[config.mk]
export PLATFORM = sky130hd
export DESIGN_NAME = ccm_sequencer
export DESIGN_NICKNAME = d
export VERILOG_FILES = /design/src/verilog/ccm_pkg.sv /design/src/verilog/ccm_sequencer.sv
export SDC_FILE = /design/constraint.sdc
export NUM_CORES = 1
export LEC_CHECK = 0
export BUFFER_PORTS_ARGS = -buffer_cell sky130_fd_sc_hd__buf_2
export CAP_MARGIN = 20
export CORE_AREA = 2 2 156 158
export CTS_BUF_LIST = sky130_fd_sc_hd__clkbuf_2
export CTS_CLUSTER_SIZE = 20
export DETAILED_ROUTE_END_ITERATION = 10
export DIE_AREA = 0 0 158 160
export HOLD_SLACK_MARGIN = 0.1
export PLACE_DENSITY = 0.86
export SLEW_MARGIN = 20
export SYNTH_ARGS = -nofsm -noshare
export SYNTH_HDL_FRONTEND = slang
export SYNTH_SLANG_ARGS = --single-unit
[constraint.sdc]
create_clock -name clk -period 3.87 [get_ports clk]
set_input_delay 0.5805 -clock clk [delete_from_list [all_inputs] [get_ports clk]]
set_output_delay 0.5805 -clock clk [all_outputs]
set_load 0.02 [all_outputs]
[src/verilog/ccm_pkg.sv]
// Purpose: Shared constants and types of the three-channel sampling and multiplex sequencer.
// Assumes: Nine-bit configuration words, sixteen-bit converter samples, one system clock.
// Notes: Register addresses are word indices on the plain register port.

// ****************************************************************
// Package
// ****************************************************************
package ccm_pkg;

  // ****************************************************************
  // Widths and counts
  // ****************************************************************
  localparam int unsigned CCM_SAMPLE_W = 16;
  localparam int unsigned CCM_REG_W = 9;
  localparam int unsigned CCM_ADDR_W = 4;
  localparam int unsigned CCM_LATENCY = 3;
  localparam int unsigned CCM_PIPE_MAX = 8;
  localparam int unsigned CCM_NUM_CH = 3;

  // ****************************************************************
  // Register addresses
  // ****************************************************************
  localparam logic [3:0] CCM_ADDR_CONFIG = 4'h0;
  localparam logic [3:0] CCM_ADDR_MUX_CONFIG = 4'h1;
  localparam logic [3:0] CCM_ADDR_RED_GAIN = 4'h2;
  localparam logic [3:0] CCM_ADDR_GREEN_GAIN = 4'h3;
  localparam logic [3:0] CCM_ADDR_BLUE_GAIN = 4'h4;
  localparam logic [3:0] CCM_ADDR_RED_OFFSET = 4'h5;
  localparam logic [3:0] CCM_ADDR_GREEN_OFFSET = 4'h6;
  localparam logic [3:0] CCM_ADDR_BLUE_OFFSET = 4'h7;
  localparam logic [3:0] CCM_ADDR_STATUS = 4'h8;

  // ****************************************************************
  // Field positions
  // ****************************************************************
  localparam int unsigned CCM_CFG_THREE_CH_BIT = 5;
  localparam int unsigned CCM_CFG_DS_BIT = 4;
  localparam int unsigned CCM_MUX_ORDER_BIT = 7;
  localparam int unsigned CCM_MUX_RED_BIT = 6;

  // ****************************************************************
  // Writable bits and values after reset
  // ****************************************************************
  localparam logic [8:0] CCM_CFG_WMASK = 9'h0fd;
  localparam logic [8:0] CCM_MUX_WMASK = 9'h0f0;
  localparam logic [8:0] CCM_GAIN_WMASK = 9'h03f;
  localparam logic [8:0] CCM_OFFSET_WMASK = 9'h1ff;
  localparam logic [8:0] CCM_CFG_RESET = 9'h0f8;
  localparam logic [8:0] CCM_MUX_RESET = 9'h080;
  localparam logic [8:0] CCM_TRIM_RESET = 9'h000;

  // ****************************************************************
  // Types
  // ****************************************************************
  typedef enum logic [1:0] {
    CCM_RED = 2'b00,
    CCM_GREEN = 2'b01,
    CCM_BLUE = 2'b10
  } ccm_chan_t;

  typedef enum logic [1:0] {
    CCM_MUX_IDLE = 2'b00,
    CCM_MUX_ARMED = 2'b01,
    CCM_MUX_RUN = 2'b10
  } ccm_mux_state_t;

  typedef struct packed {
    logic [1:0] count;
    logic [2:0] active;
    ccm_chan_t [2:0] seq;
  } ccm_route_t;

  typedef struct packed {
    ccm_chan_t chan;
    logic [CCM_SAMPLE_W-1:0] value;
  } ccm_word_t;

  typedef struct packed {
    logic [2:0][5:0] gain;
    logic [2:0][8:0] offset;
  } ccm_trim_t;

  typedef struct packed {
    logic reference_sample_clock;
    logic data_sample_clock;
    logic conversion_clock;
  } ccm_clocks_t;

endpackage : ccm_pkg

[src/verilog/ccm_sequencer.sv]
// Purpose: Sampling and channel multiplex sequencer of a three-channel CCD front end.
// Assumes: Sampling clocks are synchronous levels sampled on clk; edges found by comparison.
// Notes: Gain-stage outputs arrive as digital levels; trim values are handed to the analog path.
`timescale 1ns/1ns
`default_nettype none

// Summary of operation
// - Six modes: three, two or one channel, each double sampling or sample-and-hold.
// - Mode comes only from configuration registers written by software.
// - Double sampling captures reference level at every reference clock falling edge.
// - Data clock falling edge captures data level on all active channels together.
// - Three-channel modes hold red, green and blue values for the current pixel.
// - Data clock rising edge sends the multiplexer back to its first position.
// - First conversion rise after data rise routes first channel, red when red-first.
// - Each later conversion clock rising edge advances to the next gain-stage output.
// - Conversion clock falling edge samples the multiplexer output into the converter.
// - Each converted sample reaches the output three conversion cycles later.
// - Input clamp stays disabled while sample-and-hold is selected.
// - Two-channel operation means exactly two channel-select bits set.
// - Leaving three-channel operation requires clearing the three-channel enable bit.
// - Two-channel pairs are red-green, red-blue or green-blue.
// - Order bit high converts earlier colour of pair first; low reverses.
// - Two-channel operation multiplexes only the two selected outputs in turn.
// - Gain and offset per colour load independently through registers.
// - Multiplexer sequence follows the ordering bit of the multiplexer register.
// - Multiplexer register has one select bit each for red, green, blue.
// - Order high runs red, green, blue; low runs blue, green, red.
// - Double sampling enable bit: set selects double sampling, clear sample-and-hold.
// - Three-channel enable set forces three-channel operation whatever the selects.
module ccm_sequencer #(
  parameter int unsigned LATENCY = ccm_pkg::CCM_LATENCY
) (
  // Clock and reset.
  input wire logic clk,
  input wire logic rstn,
  // Register port.
  input wire logic [ccm_pkg::CCM_ADDR_W-1:0] reg_addr,
  input wire logic [ccm_pkg::CCM_REG_W-1:0] reg_wdata,
  input wire logic reg_write,
  input wire logic reg_read,
  output logic [ccm_pkg::CCM_REG_W-1:0] reg_rdata,
  // Sampling clocks from the timing controller.
  input wire ccm_pkg::ccm_clocks_t sample_clocks,
  // Channel levels from the sensor, red, green, blue by index.
  input wire logic [2:0][ccm_pkg::CCM_SAMPLE_W-1:0] channel_level,
  // Converter output stream.
  output ccm_pkg::ccm_word_t sample_out,
  output logic sample_valid,
  // Analog path controls.
  output ccm_pkg::ccm_chan_t mux_select,
  output logic clamp_enable,
  output ccm_pkg::ccm_trim_t channel_trim
);
  import ccm_pkg::*;

  // ****************************************************************
  // Elaboration checks
  // ****************************************************************
  if (LATENCY < 1 || LATENCY > CCM_PIPE_MAX) begin : g_bad_latency
    $error("LATENCY must lie between 1 and the pipeline capacity");
  end

  // ****************************************************************
  // State
  // ****************************************************************
  typedef struct packed {
    logic [8:0] cfg;
    logic [8:0] mux_cfg;
    ccm_trim_t trim;
    ccm_clocks_t prev;
    ccm_mux_state_t mux_state;
    logic [1:0] pos;
    ccm_chan_t mux_sel;
    logic [2:0][CCM_SAMPLE_W-1:0] ref_hold;
    logic [2:0][CCM_SAMPLE_W-1:0] pixel_hold;
    ccm_word_t [CCM_PIPE_MAX-1:0] pipe;
    ccm_word_t out;
    logic valid;
    logic clamp;
    logic [8:0] rdata;
  } ccm_state_t;

  ccm_state_t s;
  ccm_state_t next_s;

  // ****************************************************************
  // Functions
  // ****************************************************************
  // Turns the two configuration words into a conversion sequence.
  // An empty select field falls back to red alone so the converter never idles undefined.
  function automatic ccm_route_t decode_route(input logic [8:0] cfg, input logic [8:0] mux);
    ccm_route_t r;
    logic [2:0] en;
    int n;
    ccm_chan_t t;
    r = '0;
    n = 0;
    for (int c = 0; c < 3; c++) begin
      en[c] = mux[CCM_MUX_RED_BIT - c];
    end
    if (cfg[CCM_CFG_THREE_CH_BIT] || en == 3'b111) begin
      en = 3'b111;
    end else if (en == 3'b000) begin
      en = 3'b001;
    end
    // Ascending colour order gives red, green, blue and the pairs RG, RB, GB.
    for (int c = 0; c < 3; c++) begin
      if (en[c]) begin
        r.seq[n] = ccm_chan_t'(c[1:0]);
        n++;
      end
    end
    if (!mux[CCM_MUX_ORDER_BIT]) begin
      if (n == 3) begin
        t = r.seq[0];
        r.seq[0] = r.seq[2];
        r.seq[2] = t;
      end else if (n == 2) begin
        t = r.seq[0];
        r.seq[0] = r.seq[1];
        r.seq[1] = t;
      end
    end
    r.count = n[1:0];
    r.active = en;
    return r;
  endfunction : decode_route

  // Double sampling yields the swing between reference and data; it floors at zero.
  function automatic logic [CCM_SAMPLE_W-1:0] pixel_value(input logic correlated_double_sampling,
      input logic [CCM_SAMPLE_W-1:0] lvl, input logic [CCM_SAMPLE_W-1:0] ref_lvl);
    logic [CCM_SAMPLE_W-1:0] v;
    v = lvl;
    if (correlated_double_sampling) begin
      v = (lvl >= ref_lvl) ? (lvl - ref_lvl) : '0;
    end
    return v;
  endfunction : pixel_value

  // Step in the sequence, wrapping at the active count; a config change shrinking the
  // count is thus also caught by the wrap.
  function automatic logic [1:0] next_pos(input logic [1:0] p, input logic [1:0] n);
    logic [1:0] q;
    q = p + 2'h1;
    if (q >= n) begin
      q = 2'h0;
    end
    return q;
  endfunction : next_pos

  // ****************************************************************
  // Next-state logic
  // ****************************************************************
  ccm_route_t route;
  logic ref_fall;
  logic data_rise;
  logic data_fall;
  logic conv_rise;
  logic conv_fall;
  logic double_sampling_enable;

  // One process builds the whole next state so every field has a single driver.
  always_comb begin
    next_s = s;
    route = decode_route(s.cfg, s.mux_cfg);
    double_sampling_enable = s.cfg[CCM_CFG_DS_BIT];
    ref_fall = s.prev.reference_sample_clock && !sample_clocks.reference_sample_clock;
    data_rise = !s.prev.data_sample_clock && sample_clocks.data_sample_clock;
    data_fall = s.prev.data_sample_clock && !sample_clocks.data_sample_clock;
    conv_rise = !s.prev.conversion_clock && sample_clocks.conversion_clock;
    conv_fall = s.prev.conversion_clock && !sample_clocks.conversion_clock;
    next_s.prev = sample_clocks;
    next_s.valid = 1'b0;
    next_s.rdata = '0;

    // Register writes are the only way the mode changes; no pins steer it.
    if (reg_write) begin
      case (reg_addr)
        CCM_ADDR_CONFIG: next_s.cfg = reg_wdata & CCM_CFG_WMASK;
        CCM_ADDR_MUX_CONFIG: next_s.mux_cfg = reg_wdata & CCM_MUX_WMASK;
        CCM_ADDR_RED_GAIN: next_s.trim.gain[0] = reg_wdata[5:0];
        CCM_ADDR_GREEN_GAIN: next_s.trim.gain[1] = reg_wdata[5:0];
        CCM_ADDR_BLUE_GAIN: next_s.trim.gain[2] = reg_wdata[5:0];
        CCM_ADDR_RED_OFFSET: next_s.trim.offset[0] = reg_wdata & CCM_OFFSET_WMASK;
        CCM_ADDR_GREEN_OFFSET: next_s.trim.offset[1] = reg_wdata & CCM_OFFSET_WMASK;
        CCM_ADDR_BLUE_OFFSET: next_s.trim.offset[2] = reg_wdata & CCM_OFFSET_WMASK;
        default: begin
        end
      endcase
    end

    // Reads answer one cycle later; unmapped addresses read zero.
    if (reg_read) begin
      case (reg_addr)
        CCM_ADDR_CONFIG: next_s.rdata = s.cfg;
        CCM_ADDR_MUX_CONFIG: next_s.rdata = s.mux_cfg;
        CCM_ADDR_RED_GAIN: next_s.rdata = {3'h0, s.trim.gain[0]};
        CCM_ADDR_GREEN_GAIN: next_s.rdata = {3'h0, s.trim.gain[1]};
        CCM_ADDR_BLUE_GAIN: next_s.rdata = {3'h0, s.trim.gain[2]};
        CCM_ADDR_RED_OFFSET: next_s.rdata = s.trim.offset[0];
        CCM_ADDR_GREEN_OFFSET: next_s.rdata = s.trim.offset[1];
        CCM_ADDR_BLUE_OFFSET: next_s.rdata = s.trim.offset[2];
        CCM_ADDR_STATUS: next_s.rdata = {1'h0, route.count, s.pos, s.mux_state, s.mux_sel};
        default: next_s.rdata = '0;
      endcase
    end

    // Reference capture only counts in double sampling; in sample-and-hold the
    // controller holds that clock low, so no edge would arrive anyway.
    if (ref_fall && double_sampling_enable) begin
      for (int c = 0; c < 3; c++) begin
        if (route.active[c]) begin
          next_s.ref_hold[c] = channel_level[c];
        end
      end
    end

    // All active channels are caught in the same cycle so one pixel stays coherent.
    if (data_fall) begin
      for (int c = 0; c < 3; c++) begin
        if (route.active[c]) begin
          next_s.pixel_hold[c] = pixel_value(double_sampling_enable, channel_level[c], s.ref_hold[c]);
        end
      end
    end

    // Multiplexer sequencing; the data rise is applied last so it wins a collision.
    if (conv_rise) begin
      case (s.mux_state)
        CCM_MUX_ARMED: begin
          next_s.pos = 2'h0;
          next_s.mux_state = CCM_MUX_RUN;
        end
        CCM_MUX_RUN: begin
          if (route.count > 2'h1) begin
            next_s.pos = next_pos(s.pos, route.count);
          end else begin
            next_s.pos = 2'h0;
          end
        end
        CCM_MUX_IDLE: begin
          next_s.pos = 2'h0;
        end
        default: begin
          next_s.mux_state = CCM_MUX_IDLE;
        end
      endcase
    end
    if (data_rise) begin
      next_s.pos = 2'h0;
      next_s.mux_state = CCM_MUX_ARMED;
    end
    next_s.mux_sel = route.seq[next_s.pos];

    // Converter samples the selected output and the pipeline steps on the same edge.
    // The controller keeps data rises after the prior conversion fall, so the held pixel
    // is stable here.
    if (conv_fall) begin
      next_s.out = s.pipe[LATENCY-1];
      next_s.valid = 1'b1;
      for (int i = CCM_PIPE_MAX - 1; i > 0; i--) begin
        next_s.pipe[i] = s.pipe[i-1];
      end
      next_s.pipe[0].chan = s.mux_sel;
      next_s.pipe[0].value = s.pixel_hold[s.mux_sel];
    end

    // Clamp only makes sense against a reference level.
    next_s.clamp = double_sampling_enable;
  end

  // ****************************************************************
  // State register
  // ****************************************************************
  always_ff @(posedge clk or negedge rstn) begin
    if (!rstn) begin
      s <= '0;
      s.cfg <= CCM_CFG_RESET;
      s.mux_cfg <= CCM_MUX_RESET;
      s.mux_state <= CCM_MUX_IDLE;
      s.clamp <= CCM_CFG_RESET[CCM_CFG_DS_BIT];
    end else begin
      s <= next_s;
    end
  end

  // ****************************************************************
  // Outputs, all taken from the state register
  // ****************************************************************
  assign reg_rdata = s.rdata;
  assign sample_out = s.out;
  assign sample_valid = s.valid;
  assign mux_select = s.mux_sel;
  assign clamp_enable = s.clamp;
  assign channel_trim = s.trim;

endmodule : ccm_sequencer

`default_nettype wire

==> results of run 1 <==
==> power groups by stage <==
| stage | logic, mW | registers (mW) | clock network [mW] |
|---|---|---|---|
| floorplan | 3.67 | 3.84 | 0 |
| global placement | 4.27 | 3.99 | 0 |
| detailed placement | 4.43 | 4.02 | 0 |
| CTS | 4.50 | 3.97 | 1.69 |
| global route | 5.10 | 4.08 | 1.83 |
| finish | 4.55 | 3.98 | 1.65 |
==> synthesized netlist by cell type (7+ instances only) <==
master / number
nand2_1: 310
dfrtp_1: 237
o21ai_0: 106
a21oi_1: 96
nor2_1: 94
buf_4: 74
inv_1: 71
mux2_2: 65
ha_1: 55
clkbuf_1: 52
xnor2_1: 29
mux2i_1: 28
a22oi_1: 22
nand3_1: 21
xor2_1: 15
a221oi_1: 14
nor2b_1: 13
a21o_1: 11
nand2b_1: 11
nand4_1: 10
a31oi_1: 9
and3_1: 9
nor3_1: 8
dfstp_2: 7
o21a_1: 7
==> final timing paths <==
kind                            endpoint  slack (ns)  depth (start not counted)
min in group asynchronous         s[258]        0.30                          2
min                               s[327]        0.26                          3
max reg2reg                mux_select[0]        0.51                         11
min reg2reg                        s[62]        0.43                          2
max                        mux_select[0]        0.51                         11
max in group asynchronous          s[60]        2.57                          3
==> metrics by stage <==
step	power, mW	instances
detailed placement	8.45	1816
CTS	10.2	1978
floorplan	7.50	1466
finish	10.2	1979
global placement	8.26	1816
global route	11.0	1979
==> final cells by class <==
class / instances / area [um2]
Timing Repair Buffer: 225 / 1510
Fill cell: 2045 / 8780
Clock buffer: 94 / 470
Inverter: 71 / 267
Sequential cell: 244 / 6110
Multi-Input combinational cell: 1014 / 6240
Clock inverter: 6 / 31.3
Antenna cell: 1 / 2.50
Tap cell: 324 / 405
==> cell families after synthesis <==
| family | count (synthesis) | synth area share (%) |
|---|---|---|
| AO/OA/AOI/OAI | 315 | 14.3 |
| XOR/XNOR | 44 | 2.87 |
| adder cells (fa/ha/maj) | 58 | 5.57 |
| buffers and inverters | 208 | 7.99 |
| flip-flops | 244 | 45.5 |
| multiplexers | 95 | 7.87 |
| AND/OR/NAND/NOR | 502 | 15.8 |
==> flip-flops by register name, summed over array words and instances, names as in the netlist <==
| signal | count |
|---|---|
| channel_trim | 45 |
| clamp_enable | 1 |
| double_sampling_enable | 1 |
| mux_select | 2 |
| reg_rdata | 9 |
| s | 167 |
| sample_out | 18 |
| sample_valid | 1 |
==> layer usage <==
metal  wire length, um  track usage (%)
met4              1040             9.79
met1             13600             33.4
met2             15000             41.2
met3              1780             4.29
met5                 0                0
==> worst min-delay path, delay by kind of cell <==
kind                   cells  cell delay [ns]
muxes                      1             0.19
and+or+nand+nor            1             0.20
buffers and inverters      1             0.13
==> impl_results.md, run 1 <==
- Clk slew on worst S/H paths: 0.12 ns
- CP required: 4.65 ns
- CP endpoint kind: register
- Number of DRC markers in iteration 0: 826
- RSZ-0062 raised after global routing: false
- Cell Area, Synth: 13,400 um2
- Synth Flop Type: dfrtp_1
- Via count: 11,000
- Final Max Slew Viols: 0
- Post-synth top area share: 44.2%
- Post-synthesis average cell area: 9.16 um2
- Clk_lat worst skew: 0.87 ns
- Seq cells post-synth: 244
- Leak: 7.31 nW
- Share of flip-flops with an asynchronous set or reset: 100%
- First-pass GRT wire length: 52,000 um
- Row cnt: 57
- Area contributors post-synth: dfrtp_1, nand2_1, mux2_2
- HPWL Detailed: 21,800 um
- WL final: 31,400 um
- Post-DP Area: 13,900 um2
- Final-report setup violation count: 0
- Core region area: 23,800 um2
- Total gr overflow: 0
- Rel. slew slack: 32.1%
- Clk Tree Root Cell: clkbuf_2
- First-pass iteration count of the detailed router: 7
- Cts hold-fix bufs: 62
- Reg2reg start: s[328]
- Worst Hold Margin: 0.256 ns
- Net Sw Frac: 41.5%
- Syn nets: 1,592
- RD Place Congestion: 0.942
- Sequential share of power: 39.1%
- Final WS setup: 0.511 ns
- Nets: 1,742
- Crit path max-delay family: compound AO/OA/AOI/OAI gates
- Final setup TNS: 0 ns
- Count of cell types in the netlist: 69
- H-tree levels: 2
- Die Wd: 158 um
- Max Cap Viol: 0
- HP Start: reg_write
- Critical path class: reg -> reg
- Combinational share of power: 44.7%
- Status: finished, final reports clean
- Commonest non-fill, non-tap cell in the layout: nand2_1
- Crit. Startpoint: s[328]
- Post-Synthesis Cells: 1,466
- Arrival time at the worst endpoint: 4.14 ns
- Post-place setup slack: 0.555 ns
- Inserted Clock Buffers: 60
- Final Cell Area: 15,000 um2
- Per-cell routed wire length: 15.9 um
- Clk pwr share: 16.2%
- Largest net degree at the start of global routing: 90
- Clk sinks: 244
- P_int: 5.95 mW
- Worst vdd ir: 0.000378 V
- CTS tree: yes
- DR DRC count: 0
- Max Root-Sink Buffers: 3
- Die area: 25,300 um2
- Gr usage total: 25.1%
- Net load switching power: 4.23 mW
- Post_cts resized: 0
- Power density over cell area: 677 nW/um2
- Worst setup SP type: register
- Actual slew at the worst max-slew pin: 1.02 ns
- Skew final: 0.0865 ns
- Final hold vios: 0
- CP Cell Sequence: nor2_1, inv_1, ha_1, xnor2_1, ha_1, o21ai_0, a41oi_2, or2_0, xor2_1, a221oi_2, a21oi_1
- Min-delay worst type: in -> reg
- Initial antenna violation count: 1
- DIE HEIGHT: 160 um
- Util after Layout: 63.2%
- I/O Buffers: 143
- Starting Density: 56.4%
- Crit path time final: 3.36 ns
- Synth Warn #: 0
- Final ANT Viol Nets: 0
- WP buf/inv: 1
- Cell accounting for the most synthesized area: dfrtp_1
- Slowest cell on crit path: dfrtp_1
- Share of layout cells above drive strength 1: 20.7%
- Final Cycle Share: 86.8%
- Vias in the first global route: 10,800
- Sequential element share of the synthesized area: 45.5%
- Avg Vias per Cell: 5.56
- Number of synthesized flops with an enable pin: 0
- Fmax: 0.298 GHz
- Commonest cells after routing, fill and taps aside: nand2_1, dfrtp_1, buf_2, o21ai_0, a21oi_1
- Crit-path most repeated cell: ha_1
- Worst path max stage delay: 0.42 ns
- IO Pins: 144
- Synthesis-to-layout area growth: 12.0%
- Critical Path Fanout Max: 6
- Setup Fix Bufs, Post-CTS: 0
No activity file was read; power rests on OpenSTA's default activity.
==> inputs of run 2 (changes only) <==
CELL_PAD_IN_SITES_DETAIL_PLACEMENT = 0   (was default)
CELL_PAD_IN_SITES_GLOBAL_PLACEMENT = 1   (was default)
CORE_AREA = 2 2 173 175   (was 2 2 156 158)
DIE_AREA = 0 0 175 177   (was 0 0 158 160)
GPL_TIMING_DRIVEN = 0   (was default)
PLACE_DENSITY = 0.89   (was 0.86)
==> impl_results.md, run 2 (synthesis results as in run 1) <==
- Final-report setup violation count: 0
- R2R depth: 12
- DR DRC count: 0
- Die Wd: 175 um
- Max Root-Sink Buffers: 3
- Clk pwr share: 17.0%
- Crit-path most repeated cell: ha_1
- Crit path time final: 3.35 ns
- Post_cts resized: 0
- CP Cell Sequence: nor2_1, inv_1, ha_1, xnor2_1, ha_1, o21ai_0, a41oi_2, or2_0, buf_2, xor2_1, a221oi_2, a21oi_1
- Largest net degree at the start of global routing: 99
- Post-DP Area: 14,700 um2
- Max Cap Viol: 0
- Crit. Startpoint: s[328]
- IO Pins: 144
- R2R Setup Slk: 0.52 ns
- Initial antenna violation count: 2
- Final ANT Viol Nets: 0
- Worst setup SP type: register
- Min-delay worst type: in -> async
- Sequential share of power: 37.4%
- Net load switching power: 4.31 mW
- Gr usage total: 21.9%
- Crit path depth: 12
- Clk_lat worst skew: 0.88 ns
- Slowest cell on crit path: dfrtp_1
- Nets: 1,867
- Number of DRC markers in iteration 0: 678
- Actual slew at the worst max-slew pin: 1.08 ns
- Reg2reg start: s[328]
- Total gr overflow: 0
- Rel. slew slack: 27.5%
- Vias in the first global route: 11,100
- DIE HEIGHT: 177 um
- First-pass GRT wire length: 54,600 um
- Critical Path Fanout Max: 6
- Via count: 11,200
- Largest register FFs: 167
- WP buf/inv: 2
- H-tree levels: 3
- Crit path max-delay family: compound AO/OA/AOI/OAI gates
- Inserted Clock Buffers: 66
- Biggest register: s
- Post-place setup slack: 0.540 ns
- RSZ-0062 raised after global routing: false
- Skew final: 0.0935 ns
- Final WS setup: 0.517 ns
- Combinational share of power: 45.6%
- Reg2Reg Capture Point: mux_select[0]
- Final hold vios: 0
- Worst setup endpoint: mux_select[0]
- RD Place Congestion: 0.877
- Synthesis-to-layout area growth: 18.3%
- Die area: 31,000 um2
- Post-layout power: 10.6 mW
- Avg Vias per Cell: 5.15
- Worst vdd ir: 0.000297 V
- Final Max Slew Viols: 0
- CP endpoint kind: register
- CP required: 4.59 ns
- Per-cell routed wire length: 15.4 um
- Power density over cell area: 665 nW/um2
- Row cnt: 63
- Commonest cells after routing, fill and taps aside: nand2_1, dfrtp_1, buf_2, o21ai_0, clkbuf_2
- Final Cell Area: 15,900 um2
- WL final: 33,400 um
- I/O Buffers: 142
- Clk Tree Root Cell: clkbuf_2
- Worst Hold Margin: 0.246 ns
- First-pass iteration count of the detailed router: 5
- Core region area: 29,200 um2
- Leak: 7.74 nW
- Final std cells w/o fill: 2,172
- Critical path class: reg -> reg
- HPWL Detailed: 24,300 um
- Net Sw Frac: 40.8%
- Dpl cells: 2,000
- Commonest non-fill, non-tap cell in the layout: nand2_1
- Status: finished, final reports clean
- Util after Layout: 54.3%
- Share of layout cells above drive strength 1: 23.1%
- Starting Density: 45.9%
- Arrival time at the worst endpoint: 4.07 ns
- Clk sinks: 244
- Final Cycle Share: 86.6%
- Fmax: 0.298 GHz
- Worst path max stage delay: 0.41 ns
- Clk slew on worst S/H paths: 0.10 ns
- CTS tree: yes
- Final setup TNS: 0 ns
- P_int: 6.26 mW
==> run 2: cell types whose count changed in the layout (fill, tap and decap cells not counted), moves of 2 or more <==
cell	before	now
buf_1	0	5
buf_16	0	2
buf_2	142	146
buf_4	19	74
buf_6	0	2
clkbuf_1	0	52
clkbuf_2	94	97
inv_2	0	4
==> run 2: routing by layer <==
metal	up-vias	wire length (um)	GRT usage, %
met5	-	0	0
met1	5281	15100	28.5
met3	62	1890	4.42
li1	5523	-	-
met4	0	847	9.10
met2	326	15600	35.7
==> run 2: layout make-up <==
type | count | area (um2)
antenna | 2 | 5.00
tap | 390 | 488
inverter | 71 | 267
sequential | 244 | 6110
timing repair buffer | 207 | 1410
clock buffer | 97 | 485
buffer | 137 | 806
multi-input combinational | 1014 | 6240
clock inverter | 10 | 68.8
fill | 2740 | 13400
==> run 2: worst min-delay path by stage <==
| stage | slack, ns | cells past startpoint | startpoint | to |
|---|---|---|---|---|
| after CTS | 0.20 | 2 | rstn | s[271] |
| after global routing | 0.22 | 2 | rstn | s[47] |
| final | 0.25 | 2 | rstn | s[276] |
| after global placement | 0.36 | 0 | double_sampling_enable | clamp_enable |
| after floorplan | 0.28 | 0 | rstn | channel_trim[0] |
| after detailed placement | 0.36 | 0 | double_sampling_enable | clamp_enable |
==> run 2: power by group through the flow <==
stage          registers, mW  clock network [mW]  logic [mW]
5_1_grt                 4.05                2.00        5.41
3_3_place_gp            3.98                   0        4.66
3_5_place_dp            4.00                   0        4.74
2_1_floorplan           3.84                   0        3.67
4_1_cts                 3.95                1.86        4.82
6_report                3.95                1.79        4.82
==> run 2: repair_timing <==
| item | CTS | global route |
|---|---|---|
| hold buffers | 62 | 0 |
| hold endpoints to repair | 227 | 0 |
| buffers inserted | 0 | 0 |
